## config.mk

```make
export PLATFORM = sky130hd
export DESIGN_NAME = ccs_card_cmd_setup
export DESIGN_NICKNAME = d
export VERILOG_FILES = /design/src/design/ccs_pkg.sv /design/src/design/ccs_tmr_if.sv /design/src/design/ccs_card_cmd_setup.sv /design/src/design/ccs_clk_div.sv /design/src/design/ccs_timeout_timer.sv
export SDC_FILE = /design/constraint.sdc
export NUM_CORES = 1
export LEC_CHECK = 0
export ABC_CLOCK_PERIOD_IN_PS = 4700
export BUFFER_PORTS_ARGS = -buffer_cell sky130_fd_sc_hd__buf_2
export CAP_MARGIN = 15
export CORE_ASPECT_RATIO = 0.9
export CORE_MARGIN = 5
export CORE_UTILIZATION = 50
export DETAILED_ROUTE_END_ITERATION = 12
export GPL_TIMING_DRIVEN = 0
export HOLD_SLACK_MARGIN = 0.02
export PLACE_DENSITY = 0.73
export SYNTH_ARGS = -nofsm -noshare
export SYNTH_HDL_FRONTEND = slang
export SYNTH_SLANG_ARGS = --single-unit
```

## constraint.sdc

```tcl
create_clock -name i_clock -period 4.7 [get_ports i_clock]
set_input_delay 0 -clock i_clock [delete_from_list [all_inputs] [get_ports i_clock]]
set_output_delay 0 -clock i_clock [all_outputs]
set_load 0.01 [all_outputs]
```

## src/design/ccs_pkg.sv

```systemverilog
package ccs_pkg;
  // register map, byte addresses on the register port
  localparam int          ADDR_W   = 4;
  localparam logic [3:0]  CMD_OFS  = 4'h0;
  localparam logic [3:0]  TMO_OFS  = 4'h4;
  localparam logic [3:0]  STAT_OFS = 4'h8;
  localparam logic [31:0] CMD_RST  = 32'h0;
  localparam logic [31:0] TMO_RST  = 32'h0;
  // command word fields
  localparam int KIND_LSB = 19;
  localparam int DIR_BIT  = 18;
  localparam int ACT_LSB  = 16;
  localparam int LAT_BIT  = 12;
  localparam int DRV_BIT  = 11;
  localparam int SPC_LSB  = 8;
  // timeout word fields
  localparam int CNT_LSB  = 0;
  localparam int MUL_LSB  = 4;
  // status word fields
  localparam int ST_BUSY  = 0;
  localparam int ST_DATA  = 1;
  localparam int ST_LERR  = 2;
  localparam int ST_TMO   = 3;
  localparam int ST_BAD   = 4;
  localparam int ST_FSM   = 8;
  // transfer kinds
  localparam logic [2:0] K_SINGLE = 3'h0;
  localparam logic [2:0] K_MULTI  = 3'h1;
  localparam logic [2:0] K_STREAM = 3'h2;
  localparam logic [2:0] K_SBYTE  = 3'h4;
  localparam logic [2:0] K_SBLOCK = 3'h5;
  // transfer actions
  localparam logic [1:0] A_NONE  = 2'h0;
  localparam logic [1:0] A_START = 2'h1;
  localparam logic [1:0] A_STOP  = 2'h2;
  // special command kinds
  localparam logic [2:0] S_STD  = 3'h0;
  localparam logic [2:0] S_INIT = 3'h1;
  localparam logic [2:0] S_SYNC = 3'h2;
  localparam logic [2:0] S_CDIS = 3'h3;
  localparam logic [2:0] S_ICMD = 3'h4;
  localparam logic [2:0] S_IRSP = 3'h5;
  // timing: latency and init length in card clock cycles, timeout multipliers in master cycles
  localparam logic [6:0] LAT_SHORT = 7'h05;
  localparam logic [6:0] LAT_LONG  = 7'h40;
  localparam logic [6:0] INIT_CYC  = 7'h4A;
  localparam logic [20:0] MUL_6 = 21'h010000;
  localparam logic [20:0] MUL_7 = 21'h100000;

  typedef enum logic [2:0] {
    ST_IDLE = 3'h0,
    ST_INIT = 3'h1,
    ST_SYNC = 3'h3,
    ST_SEND = 3'h2,
    ST_RESP = 3'h6
  } ccs_state_e;

  // timeout multiplier; codes below 6 give four to the power of the code
  function automatic logic [20:0] mult_of(input logic [2:0] code);
    case (code)
      3'h6:    mult_of = MUL_6;
      3'h7:    mult_of = MUL_7;
      default: mult_of = 21'h1 << {code, 1'b0};
    endcase
  endfunction
endpackage

```

## src/design/ccs_tmr_if.sv

```systemverilog
`timescale 1ns/100ps
// control of the inter-block completion timer
interface ccs_tmr_if;
  logic       run;
  logic       reload;
  logic [3:0] count;
  logic [2:0] mcode;
  logic       expired;
  modport ctrl (output run, reload, count, mcode, input expired);
  modport tmr  (input run, reload, count, mcode, output expired);
endinterface

```

## src/design/ccs_card_cmd_setup.sv

```systemverilog
// The plain strobed port and the register addresses are this design's own decisions.
`timescale 1ns/100ps
//Contract
// - The transfer-kind field decodes 0 single, 1 multiple, 2 stream, 4 SDIO byte, 5 SDIO block.
// - Direction bit 0 means write to the card and 1 means read from it.
// - Action field 0 is no data, 1 starts data, 2 stops data, 3 is reserved.
// - The response must come within 5 card cycles, or 64 when the latency bit is set.
// - The command line is push-pull when the drive bit is 0 and open-drain when it is 1.
// - Special kind 0 is an ordinary command with no extra handling.
// - Special kind 1 first runs 74 card clock cycles of initialization.
// - Special kind 2 holds the command until the current data block has ended.
// - Special kind 3 sends the command that disables the card completion signal.
// - Special kinds 4 and 5 mark the interrupt-mode command and response.
// - A four-bit count limits the master-clock wait between two data blocks.
// - The wait limit is count times multiplier, code 6 giving 65536 and code 7 1048576.
module ccs_card_cmd_setup #(
  parameter int CARD_DIV = 2
) (
  // clock and reset
  input  wire logic        i_clock,
  input  wire logic        i_arst_n,
  // register port
  input  wire logic [3:0]  i_addr,
  input  wire logic [31:0] i_wdata,
  input  wire logic        i_wr,
  input  wire logic        i_rd,
  output logic      [31:0] o_rdata,
  // command serializer
  input  wire logic        i_ser_drive,
  input  wire logic        i_ser_bit,
  input  wire logic        i_cmd_done,
  input  wire logic        i_resp_start,
  output logic             o_cmd_start,
  output logic             o_card_clk_en,
  output logic             o_init_active,
  // command line pin
  output logic             o_cmd_out,
  output logic             o_cmd_oe,
  // data path
  input  wire logic        i_block_end,
  input  wire logic        i_data_done,
  output logic             o_data_start,
  output logic             o_data_stop,
  output logic             o_data_read,
  // command kind flags
  output logic             o_kind_single,
  output logic             o_kind_multi,
  output logic             o_kind_stream,
  output logic             o_kind_sdio_byte,
  output logic             o_kind_sdio_block,
  output logic             o_cmpl_disable,
  output logic             o_irq_mode_cmd,
  output logic             o_irq_mode_resp
);
  ccs_tmr_if tif ();

  ccs_pkg::ccs_state_e state_ff;
  ccs_pkg::ccs_state_e nxt_state;
  logic [31:0] cmd_ff;
  logic [6:0]  tmo_ff;
  logic [6:0]  cnt_ff;
  logic        dbusy_ff;
  logic        lerr_ff;
  logic        tmo_err_ff;
  logic        bad_ff;
  logic        start_ff;
  logic        stop_ff;

  wire        clk_en;
  wire        wr_cmd  = i_wr && (i_addr == ccs_pkg::CMD_OFS);
  wire        wr_tmo  = i_wr && (i_addr == ccs_pkg::TMO_OFS);
  wire        wr_stat = i_wr && (i_addr == ccs_pkg::STAT_OFS);
  wire        idle    = (state_ff == ccs_pkg::ST_IDLE);
  wire        go      = wr_cmd && idle;
  wire [2:0]  kind    = cmd_ff[ccs_pkg::KIND_LSB +: 3];
  wire [1:0]  act     = cmd_ff[ccs_pkg::ACT_LSB +: 2];
  wire [2:0]  spc     = cmd_ff[ccs_pkg::SPC_LSB +: 3];
  wire [2:0]  w_kind  = i_wdata[ccs_pkg::KIND_LSB +: 3];
  wire [2:0]  w_spc   = i_wdata[ccs_pkg::SPC_LSB +: 3];
  wire        od_mode = cmd_ff[ccs_pkg::DRV_BIT];
  wire [6:0]  lat_lim;
  wire        init_end;
  wire        resp_end;
  wire        lat_miss;
  wire        w_bad;
  wire [31:0] stat;

  ccs_clk_div #(
    .DIV      (CARD_DIV)
  ) u_div (
    .i_clock  (i_clock),
    .i_arst_n (i_arst_n),
    .o_en     (clk_en)
  );

  ccs_timeout_timer u_tmr (
    .i_clock  (i_clock),
    .i_arst_n (i_arst_n),
    .tif      (tif.tmr)
  );

  // field decodes straight from the command register
  assign o_kind_single     = (kind == ccs_pkg::K_SINGLE);
  assign o_kind_multi      = (kind == ccs_pkg::K_MULTI);
  assign o_kind_stream     = (kind == ccs_pkg::K_STREAM);
  assign o_kind_sdio_byte  = (kind == ccs_pkg::K_SBYTE);
  assign o_kind_sdio_block = (kind == ccs_pkg::K_SBLOCK);
  assign o_data_read       = cmd_ff[ccs_pkg::DIR_BIT];
  assign o_cmpl_disable    = (spc == ccs_pkg::S_CDIS);
  assign o_irq_mode_cmd    = (spc == ccs_pkg::S_ICMD);
  assign o_irq_mode_resp   = (spc == ccs_pkg::S_IRSP);
  // undefined kind and special encodings are flagged, not acted on; reserved action 3 is not flagged
  assign w_bad = (w_kind == 3'h3) || (w_kind > ccs_pkg::K_SBLOCK)
              || (w_spc > ccs_pkg::S_IRSP);

  // command line: open-drain only ever pulls low
  assign o_cmd_out = od_mode ? 1'b0 : i_ser_bit;
  assign o_cmd_oe  = od_mode ? (i_ser_drive && !i_ser_bit) : i_ser_drive;

  // sequencing strobes
  assign o_card_clk_en = clk_en;
  assign o_init_active = (state_ff == ccs_pkg::ST_INIT);
  assign o_cmd_start   = (state_ff == ccs_pkg::ST_SEND);
  assign o_data_start  = start_ff;
  assign o_data_stop   = stop_ff;
  assign lat_lim  = cmd_ff[ccs_pkg::LAT_BIT] ? ccs_pkg::LAT_LONG : ccs_pkg::LAT_SHORT;
  assign init_end = clk_en && (cnt_ff == ccs_pkg::INIT_CYC - 7'h1);
  assign lat_miss = clk_en && !i_resp_start && (cnt_ff == lat_lim - 7'h1);
  assign resp_end = (state_ff == ccs_pkg::ST_RESP) && (i_resp_start || lat_miss);

  // timer runs only while a data transfer is open
  assign tif.run    = dbusy_ff;
  assign tif.reload = i_block_end;
  assign tif.count  = tmo_ff[ccs_pkg::CNT_LSB +: 4];
  assign tif.mcode  = tmo_ff[ccs_pkg::MUL_LSB +: 3];

  // next state; a new command is refused while one is in flight
  always_comb begin
    nxt_state = state_ff;
    case (state_ff)
      ccs_pkg::ST_IDLE: begin
        if (go) begin
          if (w_spc == ccs_pkg::S_INIT) nxt_state = ccs_pkg::ST_INIT;
          else if (w_spc == ccs_pkg::S_SYNC && dbusy_ff) nxt_state = ccs_pkg::ST_SYNC;
          else nxt_state = ccs_pkg::ST_SEND;
        end
      end
      ccs_pkg::ST_INIT: begin
        if (init_end) nxt_state = ccs_pkg::ST_SEND;
      end
      ccs_pkg::ST_SYNC: begin
        if (i_block_end || !dbusy_ff) nxt_state = ccs_pkg::ST_SEND;
      end
      ccs_pkg::ST_SEND: begin
        if (i_cmd_done) nxt_state = ccs_pkg::ST_RESP;
      end
      ccs_pkg::ST_RESP: begin
        if (resp_end) nxt_state = ccs_pkg::ST_IDLE;
      end
      default: nxt_state = ccs_pkg::ST_IDLE;
    endcase
  end

  always_ff @(posedge i_clock or negedge i_arst_n) begin
    if (!i_arst_n) state_ff <= ccs_pkg::ST_IDLE;
    else state_ff <= nxt_state;
  end

  // card cycle counter for init length and response latency
  always_ff @(posedge i_clock or negedge i_arst_n) begin
    if (!i_arst_n) cnt_ff <= 7'h0;
    else if (state_ff != nxt_state) cnt_ff <= 7'h0;
    else if (clk_en) cnt_ff <= cnt_ff + 7'h1;
  end

  // registers written by software
  always_ff @(posedge i_clock or negedge i_arst_n) begin
    if (!i_arst_n) begin
      cmd_ff <= ccs_pkg::CMD_RST;
      tmo_ff <= ccs_pkg::TMO_RST[6:0];
      bad_ff <= 1'b0;
    end else begin
      if (go) cmd_ff <= i_wdata;
      if (wr_tmo) tmo_ff <= i_wdata[6:0];
      if (go && w_bad) bad_ff <= 1'b1;
      else if (wr_stat && i_wdata[ccs_pkg::ST_BAD]) bad_ff <= 1'b0;
    end
  end

  // data start and stop follow the response phase
  always_ff @(posedge i_clock or negedge i_arst_n) begin
    if (!i_arst_n) begin
      start_ff <= 1'b0;
      stop_ff  <= 1'b0;
    end else begin
      start_ff <= resp_end && (act == ccs_pkg::A_START);
      stop_ff  <= resp_end && (act == ccs_pkg::A_STOP);
    end
  end

  // open transfer; a timeout closes it as well as a stop or the last block
  always_ff @(posedge i_clock or negedge i_arst_n) begin
    if (!i_arst_n) dbusy_ff <= 1'b0;
    else if (start_ff) dbusy_ff <= 1'b1;
    else if (stop_ff || i_data_done || tif.expired) dbusy_ff <= 1'b0;
  end

  // sticky errors; a new event beats a clear in the same cycle
  always_ff @(posedge i_clock or negedge i_arst_n) begin
    if (!i_arst_n) begin
      lerr_ff    <= 1'b0;
      tmo_err_ff <= 1'b0;
    end else begin
      if (state_ff == ccs_pkg::ST_RESP && lat_miss) lerr_ff <= 1'b1;
      else if (wr_stat && i_wdata[ccs_pkg::ST_LERR]) lerr_ff <= 1'b0;
      if (tif.expired) tmo_err_ff <= 1'b1;
      else if (wr_stat && i_wdata[ccs_pkg::ST_TMO]) tmo_err_ff <= 1'b0;
    end
  end

  // status word and read mux; unmapped offsets read zero
  assign stat = {21'h0, state_ff, 3'h0, bad_ff, tmo_err_ff, lerr_ff, dbusy_ff, !idle};

  always_ff @(posedge i_clock or negedge i_arst_n) begin
    if (!i_arst_n) o_rdata <= 32'h0;
    else if (!i_rd) o_rdata <= 32'h0;
    else begin
      case (i_addr)
        ccs_pkg::CMD_OFS:  o_rdata <= cmd_ff;
        ccs_pkg::TMO_OFS:  o_rdata <= {25'h0, tmo_ff};
        ccs_pkg::STAT_OFS: o_rdata <= stat;
        default:           o_rdata <= 32'h0;
      endcase
    end
  end

  kind_decode_a: assert property (@(posedge i_clock) disable iff (!i_arst_n)
    o_kind_multi |-> !o_kind_single && !o_kind_stream && (cmd_ff[21:19] == 3'h1))
    else $error("multi block flag without kind 1");

  dir_follows_a: assert property (@(posedge i_clock) disable iff (!i_arst_n)
    go |=> (o_data_read == $past(i_wdata[18])))
    else $error("direction not taken from command write");

  data_start_a: assert property (@(posedge i_clock) disable iff (!i_arst_n)
    o_data_start |-> (act == 2'h1) && $past(state_ff == ccs_pkg::ST_RESP) ##1 dbusy_ff)
    else $error("data start without start action");

  no_act_quiet_a: assert property (@(posedge i_clock) disable iff (!i_arst_n)
    (o_data_start || o_data_stop) |-> (act != 2'h0) && (act != 2'h3))
    else $error("data strobe for no-data or reserved action");

  lat_bound_a: assert property (@(posedge i_clock) disable iff (!i_arst_n)
    (state_ff == ccs_pkg::ST_RESP) |-> (cnt_ff < lat_lim))
    else $error("response wait ran past its limit");

  lat_short_a: assert property (@(posedge i_clock) disable iff (!i_arst_n)
    (state_ff == ccs_pkg::ST_RESP && !cmd_ff[12] && lat_miss) |=> lerr_ff && idle)
    else $error("missed response not flagged");

  open_drain_a: assert property (@(posedge i_clock) disable iff (!i_arst_n)
    od_mode |-> !o_cmd_out && (o_cmd_oe == (i_ser_drive && !i_ser_bit)))
    else $error("open-drain line driven high");

  push_pull_a: assert property (@(posedge i_clock) disable iff (!i_arst_n)
    !od_mode |-> (o_cmd_oe == i_ser_drive) && (o_cmd_out == i_ser_bit))
    else $error("push-pull line does not follow serializer");

  init_len_a: assert property (@(posedge i_clock) disable iff (!i_arst_n)
    (o_init_active && nxt_state == ccs_pkg::ST_SEND) |-> clk_en && (cnt_ff == 7'h49))
    else $error("initialization not 74 card cycles");

  std_direct_a: assert property (@(posedge i_clock) disable iff (!i_arst_n)
    (go && w_spc == 3'h0) |=> o_cmd_start)
    else $error("ordinary command not sent at once");

  sync_hold_a: assert property (@(posedge i_clock) disable iff (!i_arst_n)
    (state_ff == ccs_pkg::ST_SYNC && !i_block_end && dbusy_ff) |=> !o_cmd_start)
    else $error("synchronized command sent before block end");

  flag_kind_a: assert property (@(posedge i_clock) disable iff (!i_arst_n)
    (o_irq_mode_cmd || o_irq_mode_resp || o_cmpl_disable) |-> (spc >= 3'h3) && (spc <= 3'h5))
    else $error("special flag for wrong kind");

  cover_init_c: cover property (@(posedge i_clock) disable iff (!i_arst_n)
    o_init_active ##1 o_cmd_start);
  cover_sync_c: cover property (@(posedge i_clock) disable iff (!i_arst_n)
    (state_ff == ccs_pkg::ST_SYNC) ##1 o_cmd_start);
  cover_lerr_c: cover property (@(posedge i_clock) disable iff (!i_arst_n)
    $rose(lerr_ff));
  cover_tmo_c: cover property (@(posedge i_clock) disable iff (!i_arst_n)
    $rose(tmo_err_ff));
  cover_stop_c: cover property (@(posedge i_clock) disable iff (!i_arst_n)
    o_data_stop ##1 !dbusy_ff);

  init_entry_a: assert property (@(posedge i_clock) disable iff (!i_arst_n)
    (go && w_spc == ccs_pkg::S_INIT) |=> o_init_active && !o_cmd_start)
    else $error("initialization phase not entered");

  sync_entry_a: assert property (@(posedge i_clock) disable iff (!i_arst_n)
    (go && w_spc == ccs_pkg::S_SYNC && dbusy_ff) |=> (state_ff == ccs_pkg::ST_SYNC))
    else $error("synchronized command not held back");

  data_stop_a: assert property (@(posedge i_clock) disable iff (!i_arst_n)
    o_data_stop |-> (act == ccs_pkg::A_STOP) ##1 !dbusy_ff)
    else $error("data stop did not close the transfer");
endmodule // ccs_card_cmd_setup

```

## src/design/ccs_clk_div.sv

```systemverilog
`timescale 1ns/100ps
module ccs_clk_div #(
  parameter int DIV = 2
) (
  // clock and reset
  input  wire logic i_clock,
  input  wire logic i_arst_n,
  // card clock enable
  output logic      o_en
);
  logic [15:0] cnt_ff;

  // the counter is 16 bits wide, so larger dividers cannot be served
  if (DIV < 1 || DIV > 65535) begin : g_bad_div
    $error("DIV out of range");
  end

  // one enable pulse every DIV master cycles
  assign o_en = (cnt_ff == 16'(DIV - 1));

  always_ff @(posedge i_clock or negedge i_arst_n) begin
    if (!i_arst_n) cnt_ff <= 16'h0;
    else cnt_ff <= o_en ? 16'h0 : cnt_ff + 16'h1;
  end
endmodule // ccs_clk_div

```

## src/design/ccs_timeout_timer.sv

```systemverilog
`timescale 1ns/100ps
module ccs_timeout_timer (
  // clock and reset
  input  wire logic i_clock,
  input  wire logic i_arst_n,
  // control
  ccs_tmr_if.tmr    tif
);
  logic [20:0] mult;
  logic [24:0] prod;
  logic [23:0] limit;
  logic [23:0] cnt_ff;

  // limit is count times multiplier, fits 24 bits at its largest
  assign mult  = ccs_pkg::mult_of(tif.mcode);
  assign prod  = {21'h0, tif.count} * {4'h0, mult};
  assign limit = prod[23:0];
  // a zero count disables the wait limit
  assign tif.expired = tif.run && (limit != 24'h0) && (cnt_ff == limit - 24'h1);

  // master-clock cycles since the last block ended
  always_ff @(posedge i_clock or negedge i_arst_n) begin
    if (!i_arst_n) cnt_ff <= 24'h0;
    else if (!tif.run || tif.reload || tif.expired) cnt_ff <= 24'h0;
    else cnt_ff <= cnt_ff + 24'h1;
  end

  expire_at_limit_a: assert property (@(posedge i_clock) disable iff (!i_arst_n)
    tif.expired |-> (cnt_ff == limit - 24'h1) && tif.run)
    else $error("timer expired away from its limit");
endmodule // ccs_timeout_timer

```

==> results of run 1 <==
==> Yosys cell counts, types with 4 or more instances <==
| cell | count |
|---|---|
| a211o_1 | 6 |
| a211oi_1 | 7 |
| a21o_1 | 8 |
| a21oi_1 | 21 |
| a31oi_1 | 4 |
| and2_1 | 32 |
| and3_1 | 12 |
| and3b_1 | 4 |
| buf_2 | 8 |
| buf_6 | 4 |
| clkbuf_1 | 32 |
| dfrtp_1 | 127 |
| fa_1 | 7 |
| ha_1 | 27 |
| inv_1 | 27 |
| mux2_2 | 41 |
| mux2i_1 | 12 |
| nand2_1 | 67 |
| nand2b_1 | 17 |
| nand3_1 | 29 |
| nand3b_1 | 8 |
| nand4_1 | 19 |
| nor2_1 | 83 |
| nor2b_1 | 12 |
| nor3_1 | 48 |
| nor3b_1 | 9 |
| nor4_1 | 5 |
| nor4b_1 | 5 |
| o211ai_1 | 5 |
| o21ai_0 | 23 |
| or2_2 | 4 |
| or3_1 | 7 |
| xnor2_1 | 48 |
| xor2_1 | 31 |
==> metrics by stage <==
stage	TNS (ps)	hold slack (ps)	setup slack (ps)	util [%]	cell area (um2)
floorplan	0	-296	12.6	-	8400
global placement	-19400	230	-807	56.2	9130
detailed placement	-17310	-2.59	-723	56.4	9160
CTS	-406	41.8	-76.0	65.7	10700
global route	-4360	73.2	-193	68.1	11100
finish	0	51.6	7.35	68.1	11100
==> kinds of logic after synthesis <==
logic type	after synthesis	share of synthesized area, %
AO/OA/AOI/OAI	127	11.5
XOR/XNOR	81	8.86
adder cells (fa/ha/maj)	34	5.75
buffers and inverters	77	4.05
flip-flops	127	38.2
multiplexers	53	7.00
other	2	0.0903
AND/OR/NAND/NOR	381	24.5
==> power by group <==
| group | internal (uW) | total, uW | switching [uW] |
|---|---|---|---|
| Sequential | 1260 | 1400 | 143 |
| Clock | 845 | 1360 | 512 |
| Combinational | 730 | 1510 | 781 |
| Total | 2830 | 4270 | 1440 |
==> sequential cells by signal, indices dropped and copies added (netlist names), 3 cells and up <==
signal	flops
u_div.cnt_ff	16
u_tmr.cnt_ff	24
tmo_ff	7
cnt_ff	7
o_rdata	32
state_ff	3
cmd_ff	32
==> metal layers <==
layer  routed length (um)  vias to the layer above  track usage, %
met4                  409                        0            6.86
met1                10200                     3727            33.0
li1                     -                     3512               -
met2                11200                      286            38.4
met5                    0                        -               0
met3                 1460                       35            4.95
==> layout make-up <==
cell class,count,area [um2]
buffer,39,239
clock buffer,18,429
clock inverter,13,176
fill,1188,5170
inverter,28,105
multi-input combinational,684,5340
sequential,127,3180
tap,207,259
timing repair buffer,181,1340
==> worst max-delay path, stage by stage (launching register included) <==
cell and delay [ps]:
dfrtp_2 460, or2_4 280, buf_12 140, nor2_4 70, ha_2 170, inv_2 40, fa_2 350, inv_2 70
ha_4 190, buf_6 130, a31oi_4 200, mux2_4 330, or3_4 380, or3_4 400, nor3_4 230, a311o_1 220
nand3_2 100, a2111oi_4 370, buf_6 210, clkbuf_16 160, nor3_1 50
==> worst paths after layout <==
kind / cells after the start / from / slack [ps] / endpoint
setup / recovery: 20 / tmo_ff[5] / 7 / u_tmr.cnt_ff[14]
setup reg to reg: 20 / tmo_ff[5] / 7 / u_tmr.cnt_ff[14]
min in group asynchronous: 2 / i_arst_n / 90 / cmd_ff[11]
max in group asynchronous: 3 / i_arst_n / 3860 / tmo_ff[5]
hold reg to reg: 1 / cmd_ff[29] / 470 / o_rdata[29]
hold / removal: 4 / i_rd / 50 / o_rdata[31]
==> what timing repair did <==
| action | CTS | global route |
|---|---|---|
| hold endpoints to repair | 111 | 0 |
| pin swaps | 25 | 30 |
| cloned | 1 | 1 |
| resized for setup | 64 | 72 |
| hold buffers | 40 | 0 |
| endpoints found under the setup margin | 26 | 26 |
| setup buffers | 35 | 11 |
==> metrics, run 1 <==
top cell type's share of synthesized area=around two fifths; outcome=complete, no violations; grt total ovfl=0; CTS Sinks=around 130; sequential-to-total area share from yosys stat=a little under two fifths; # port buffers=just over 90; Max Slew Vio Count=0; final WL=23.3 mm; DRC violations left=0; total power=about 4300 uW; core area=between 15000 and 20000 um2; yosys warns=0; DRT antenna net count=0; RSZ-0062 raised after global routing=yes; startpoint types=flop; Final Hold Fails=0; pwr dens=slightly below 400 nW/um2; placed cells=around 1200; CP Data Arrival Time=just under 5000 ps; top cells by area, synth=dfrtp_1 (38%), mux2_2 (5.6%), xnor2_1 (5.1%); die height=between 100 and 150 um; DR WL/cell=approximately 18 um; global-route usage over all layers=23.9%; CP Data Required Time=between 4000 and 5000 ps; highest-count cells in the layout ignoring fill and taps=dfrtp_1 (122), buf_2 (94), nor2_1 (78); worst rel slew slack=about an eighth; Die W=about 150 um; Die ar.=between 15000 and 20000 um2; Num CTS Buffers=17; pin count of the biggest net entering global routing=73; largest area contributor in the netlist=dfrtp_1; VDD IR max=a little over 300 uV; crit end category=flop; MaxCap Viol Count=0; clk_lat worst skew=between 400 and 500 ps; Main synth FF type=dfrtp_1; Post-synth EDFFs=0; H-tree levels=4; Setup Skew=8.56 ps; diodes inserted=0; fmax=213 MHz; starting density of the core=~51%; DRT iter0 DRCs=639; # rows=44; min-delay worst type=input port to flop; clock buffer depth=2; Least-Margin Pin Slew=between 1000 and 1500 ps; vias in the first global route=roughly 7500; Synth Instances=882; proportion of layout cells with a drive suffix above 1=between 20 and 30%; Leakage=0.00496 uW; CTS tree=built; Reg clk slew, reported paths=~60 ps; commonest non-fill, non-tap cell in the layout=dfrtp_1; routability cong.=about 0.91; nets@finish=1158; fin crit share=99.8%; Unique masters post-synth=between 80 and 90; Mapped Area=just over 8000 um2; crit-path max FO=7; async set-reset flop share out of synthesis=100%; vias=about 7600; Finished Layout Cells=1297; DRT Pass-1 Iters=8; first-pass GRT wire length=between 30 and 40 mm; Mapped Avg Cell Area=9.43 um2; IO Pins=94; critical path class=flop to flop; Root Buffer Master=clkbuf_16; synthesized flop and latch total=127; Via-to-Cell Ratio=roughly 5.8; Area Overhead vs Synth=33.1%; HPWL Detailed=around 15 mm; crit path time final=~4700 ps; initial antenna violation count=0; Final setup violation count=0
Power figures use the tool's default switching activity.
==> inputs of run 2 (changes only) <==
--- a/config.mk
+++ b/config.mk
@@ -14,6 +14,7 @@
 export DETAILED_ROUTE_END_ITERATION = 12
 export GPL_TIMING_DRIVEN = 0
 export HOLD_SLACK_MARGIN = 0.02
+export MAX_ROUTING_LAYER = met4
 export PLACE_DENSITY = 0.73
 export SYNTH_ARGS = -nofsm -noshare
 export SYNTH_HDL_FRONTEND = slang
==> run 2 against run 1 <==
The flow now finishes with violations (negative setup slack). Global-route usage grew 0.61 points. Sequential share of layout area grew 0.75 points. Clock power shrank 8%. Largest power group unchanged. Combinational power shrank 3%. Critical endpoint is now u_tmr.cnt_ff[17]. Sequential cell count is the same. First-iteration DRC count shrank 17%. Clock-buffer cell count grew 2. Critical path depth grew 2.
==> metrics, run 2 (synthesis gave the netlist of run 1 again) <==
Top cell by count, worst path=buf_6; CP Data Required Time=around 5000 ps; diodes inserted=0; Root Buffer Master=clkbuf_16; die height=between 100 and 150 um; core area=about 16000 um2; Final setup violation count=26; Worst Reg-to-Reg Cells=22; WP depth=22; H-tree levels=4; Crit path max-delay family=compound AO/OA/AOI/OAI gates; Via-to-Cell Ratio=~5.8; FILL cells=about 1200; CTS tree=built; Hold Path Origin=i_rd; IO Pins=94; Leakage=0.00486 uW; DRT iter0 DRCs=530; Die ar.=a little under 20000 um2; vias=~7500; starting density of the core=between 50 and 60%; # rows=44; Design Area, Final=10800 um2; RSZ-0062 raised after global routing=yes; dpl cell area=9160 um2; CP Data Arrival Time=5090 ps; commonest non-fill, non-tap cell in the layout=dfrtp_1; final WL=22.8 mm; DRC violations left=0; Reg clk slew, reported paths=60 ps; Setup Skew=around 14 ps; Die W=about 150 um; HPWL Detailed=~15 mm; Area Overhead vs Synth=29.7%; Reg-to-Reg Start=tmo_ff[4]; total power=approximately 4100 uW; fin crit share=103%; CP startpoint=tmo_ff[4]; crit end category=flop; MaxCap Viol Count=0; global-route usage over all layers=approximately a quarter; pwr dens=roughly 380 nW/um2; Final Hold Fails=0; min-delay worst type=input port to flop; startpoint types=flop; vias in the first global route=about 7400; crit-path cells=or2_4, nor2_4, ha_2, inv_2, fa_1, inv_1, ha_2, buf_6, a21o_1, a221oi_4, buf_4, o311ai_4, a211oi_4, and3_1, buf_6, xnor2_4, a2111oi_2, nand4_1, a2111oi_4, buf_6, buf_8, nor3_2; DRT antenna net count=0; worst rel slew slack=about two fifths; biggest regs=cmd_ff x32, o_rdata x32, u_tmr.cnt_ff x24; highest-count cells in the layout ignoring fill and taps=dfrtp_1 (122), buf_2 (96), nor2_1 (82); # port buffers=just over 90; Least-Margin Pin Slew=approximately 910 ps; Buf+Inv Stages, Crit Path=7; fmax=between 200 and 250 MHz; initial antenna violation count=0; nets@finish=1157; Num CTS Buffers=17; DR WL/cell=around 18 um; failing checks=negative setup slack; clk_lat worst skew=approximately 420 ps; critical path class=flop to flop; Final Core Density=approximately 66%; Setup Slack @ Placement=-795 ps; crit-path max cell delay=520 ps; pin count of the biggest net entering global routing=66; worst setup margin=-118 ps; clock buffer depth=2; crit-path max FO=8; crit path time final=4820 ps; CTS Sinks=~130; Max Slew Vio Count=0; VDD IR max=around 270 uV; grt total ovfl=0; proportion of layout cells with a drive suffix above 1=around 28%; WHS Path Cells=4; DRT Pass-1 Iters=5; Crit-path slowest cell=fa_1; outcome=finished, violations left; routability cong.=~0.93; first-pass GRT wire length=roughly 38 mm
-- run 2: repair_timing --
item,CTS,global route
setup endpoints to repair,26,26
cloned,3,0
endpoints found under the hold margin,110,0
hold buffers,40,0
pin swaps,21,25
setup buffers,31,12
resized for setup,52,40
-- run 2: cell type report --
type | count | area [um2] | share of cell area [%]
plain buffers | 39 | 228 | 2.11
clock buffers | 20 | 447 | 4.14
clock inverters | 12 | 109 | 1.01
inverters | 28 | 105 | 0.975
multi-input cells | 684 | 5160 | 47.9
flip-flops and latches | 127 | 3180 | 29.5
well taps | 207 | 259 | 2.40
repair buffers | 180 | 1290 | 12.0
-- run 2: tightest hold or removal path, stage by stage --
cell and delay, ps:
buf_2 100, nand2_1 70, nor3_1 90, and2_1 170
-- run 2: per-stage QoR --
| stage | setup TNS (ps) | std cells | hold WS, ps |
|---|---|---|---|
| 2_1_floorplan | 0 | 888 | -296 |
| 3_3_place_gp | -18910 | 1188 | 231 |
| 3_5_place_dp | -19180 | 1189 | 21.1 |
| 4_1_cts | -459 | 1289 | 35.0 |
| 5_1_grt | -7310 | 1297 | 67.2 |
| 6_report | -2500 | 1297 | 56.9 |
-- run 2: metal layers --
layer | vias to the layer above | wire, um | GRT usage, %
met3 | 49 | 1210 | 4.19
met5 | - | 0 | -
met1 | 3655 | 10300 | 33.1
met4 | 0 | 425 | 6.17
li1 | 3512 | - | -
met2 | 254 | 10800 | 38.7
-- run 2: path summary, 6_finish.rpt --
| path | to | slack [ps] |
|---|---|---|
| worst max-delay path | u_tmr.cnt_ff[17] | -120 |
| worst min-delay path | o_rdata[31] | 60 |
| worst max register to register | u_tmr.cnt_ff[17] | -120 |
| worst min register to register | dbusy_ff | 460 |
| max in group asynchronous | tmo_ff[6] | 3830 |
| min in group asynchronous | o_rdata[11] | 130 |
-- run 2: power breakdown --
part	internal [uW]	switching (uW)	total, uW
clock network	744	504	1250
logic	709	760	1470
registers	1260	148	1410
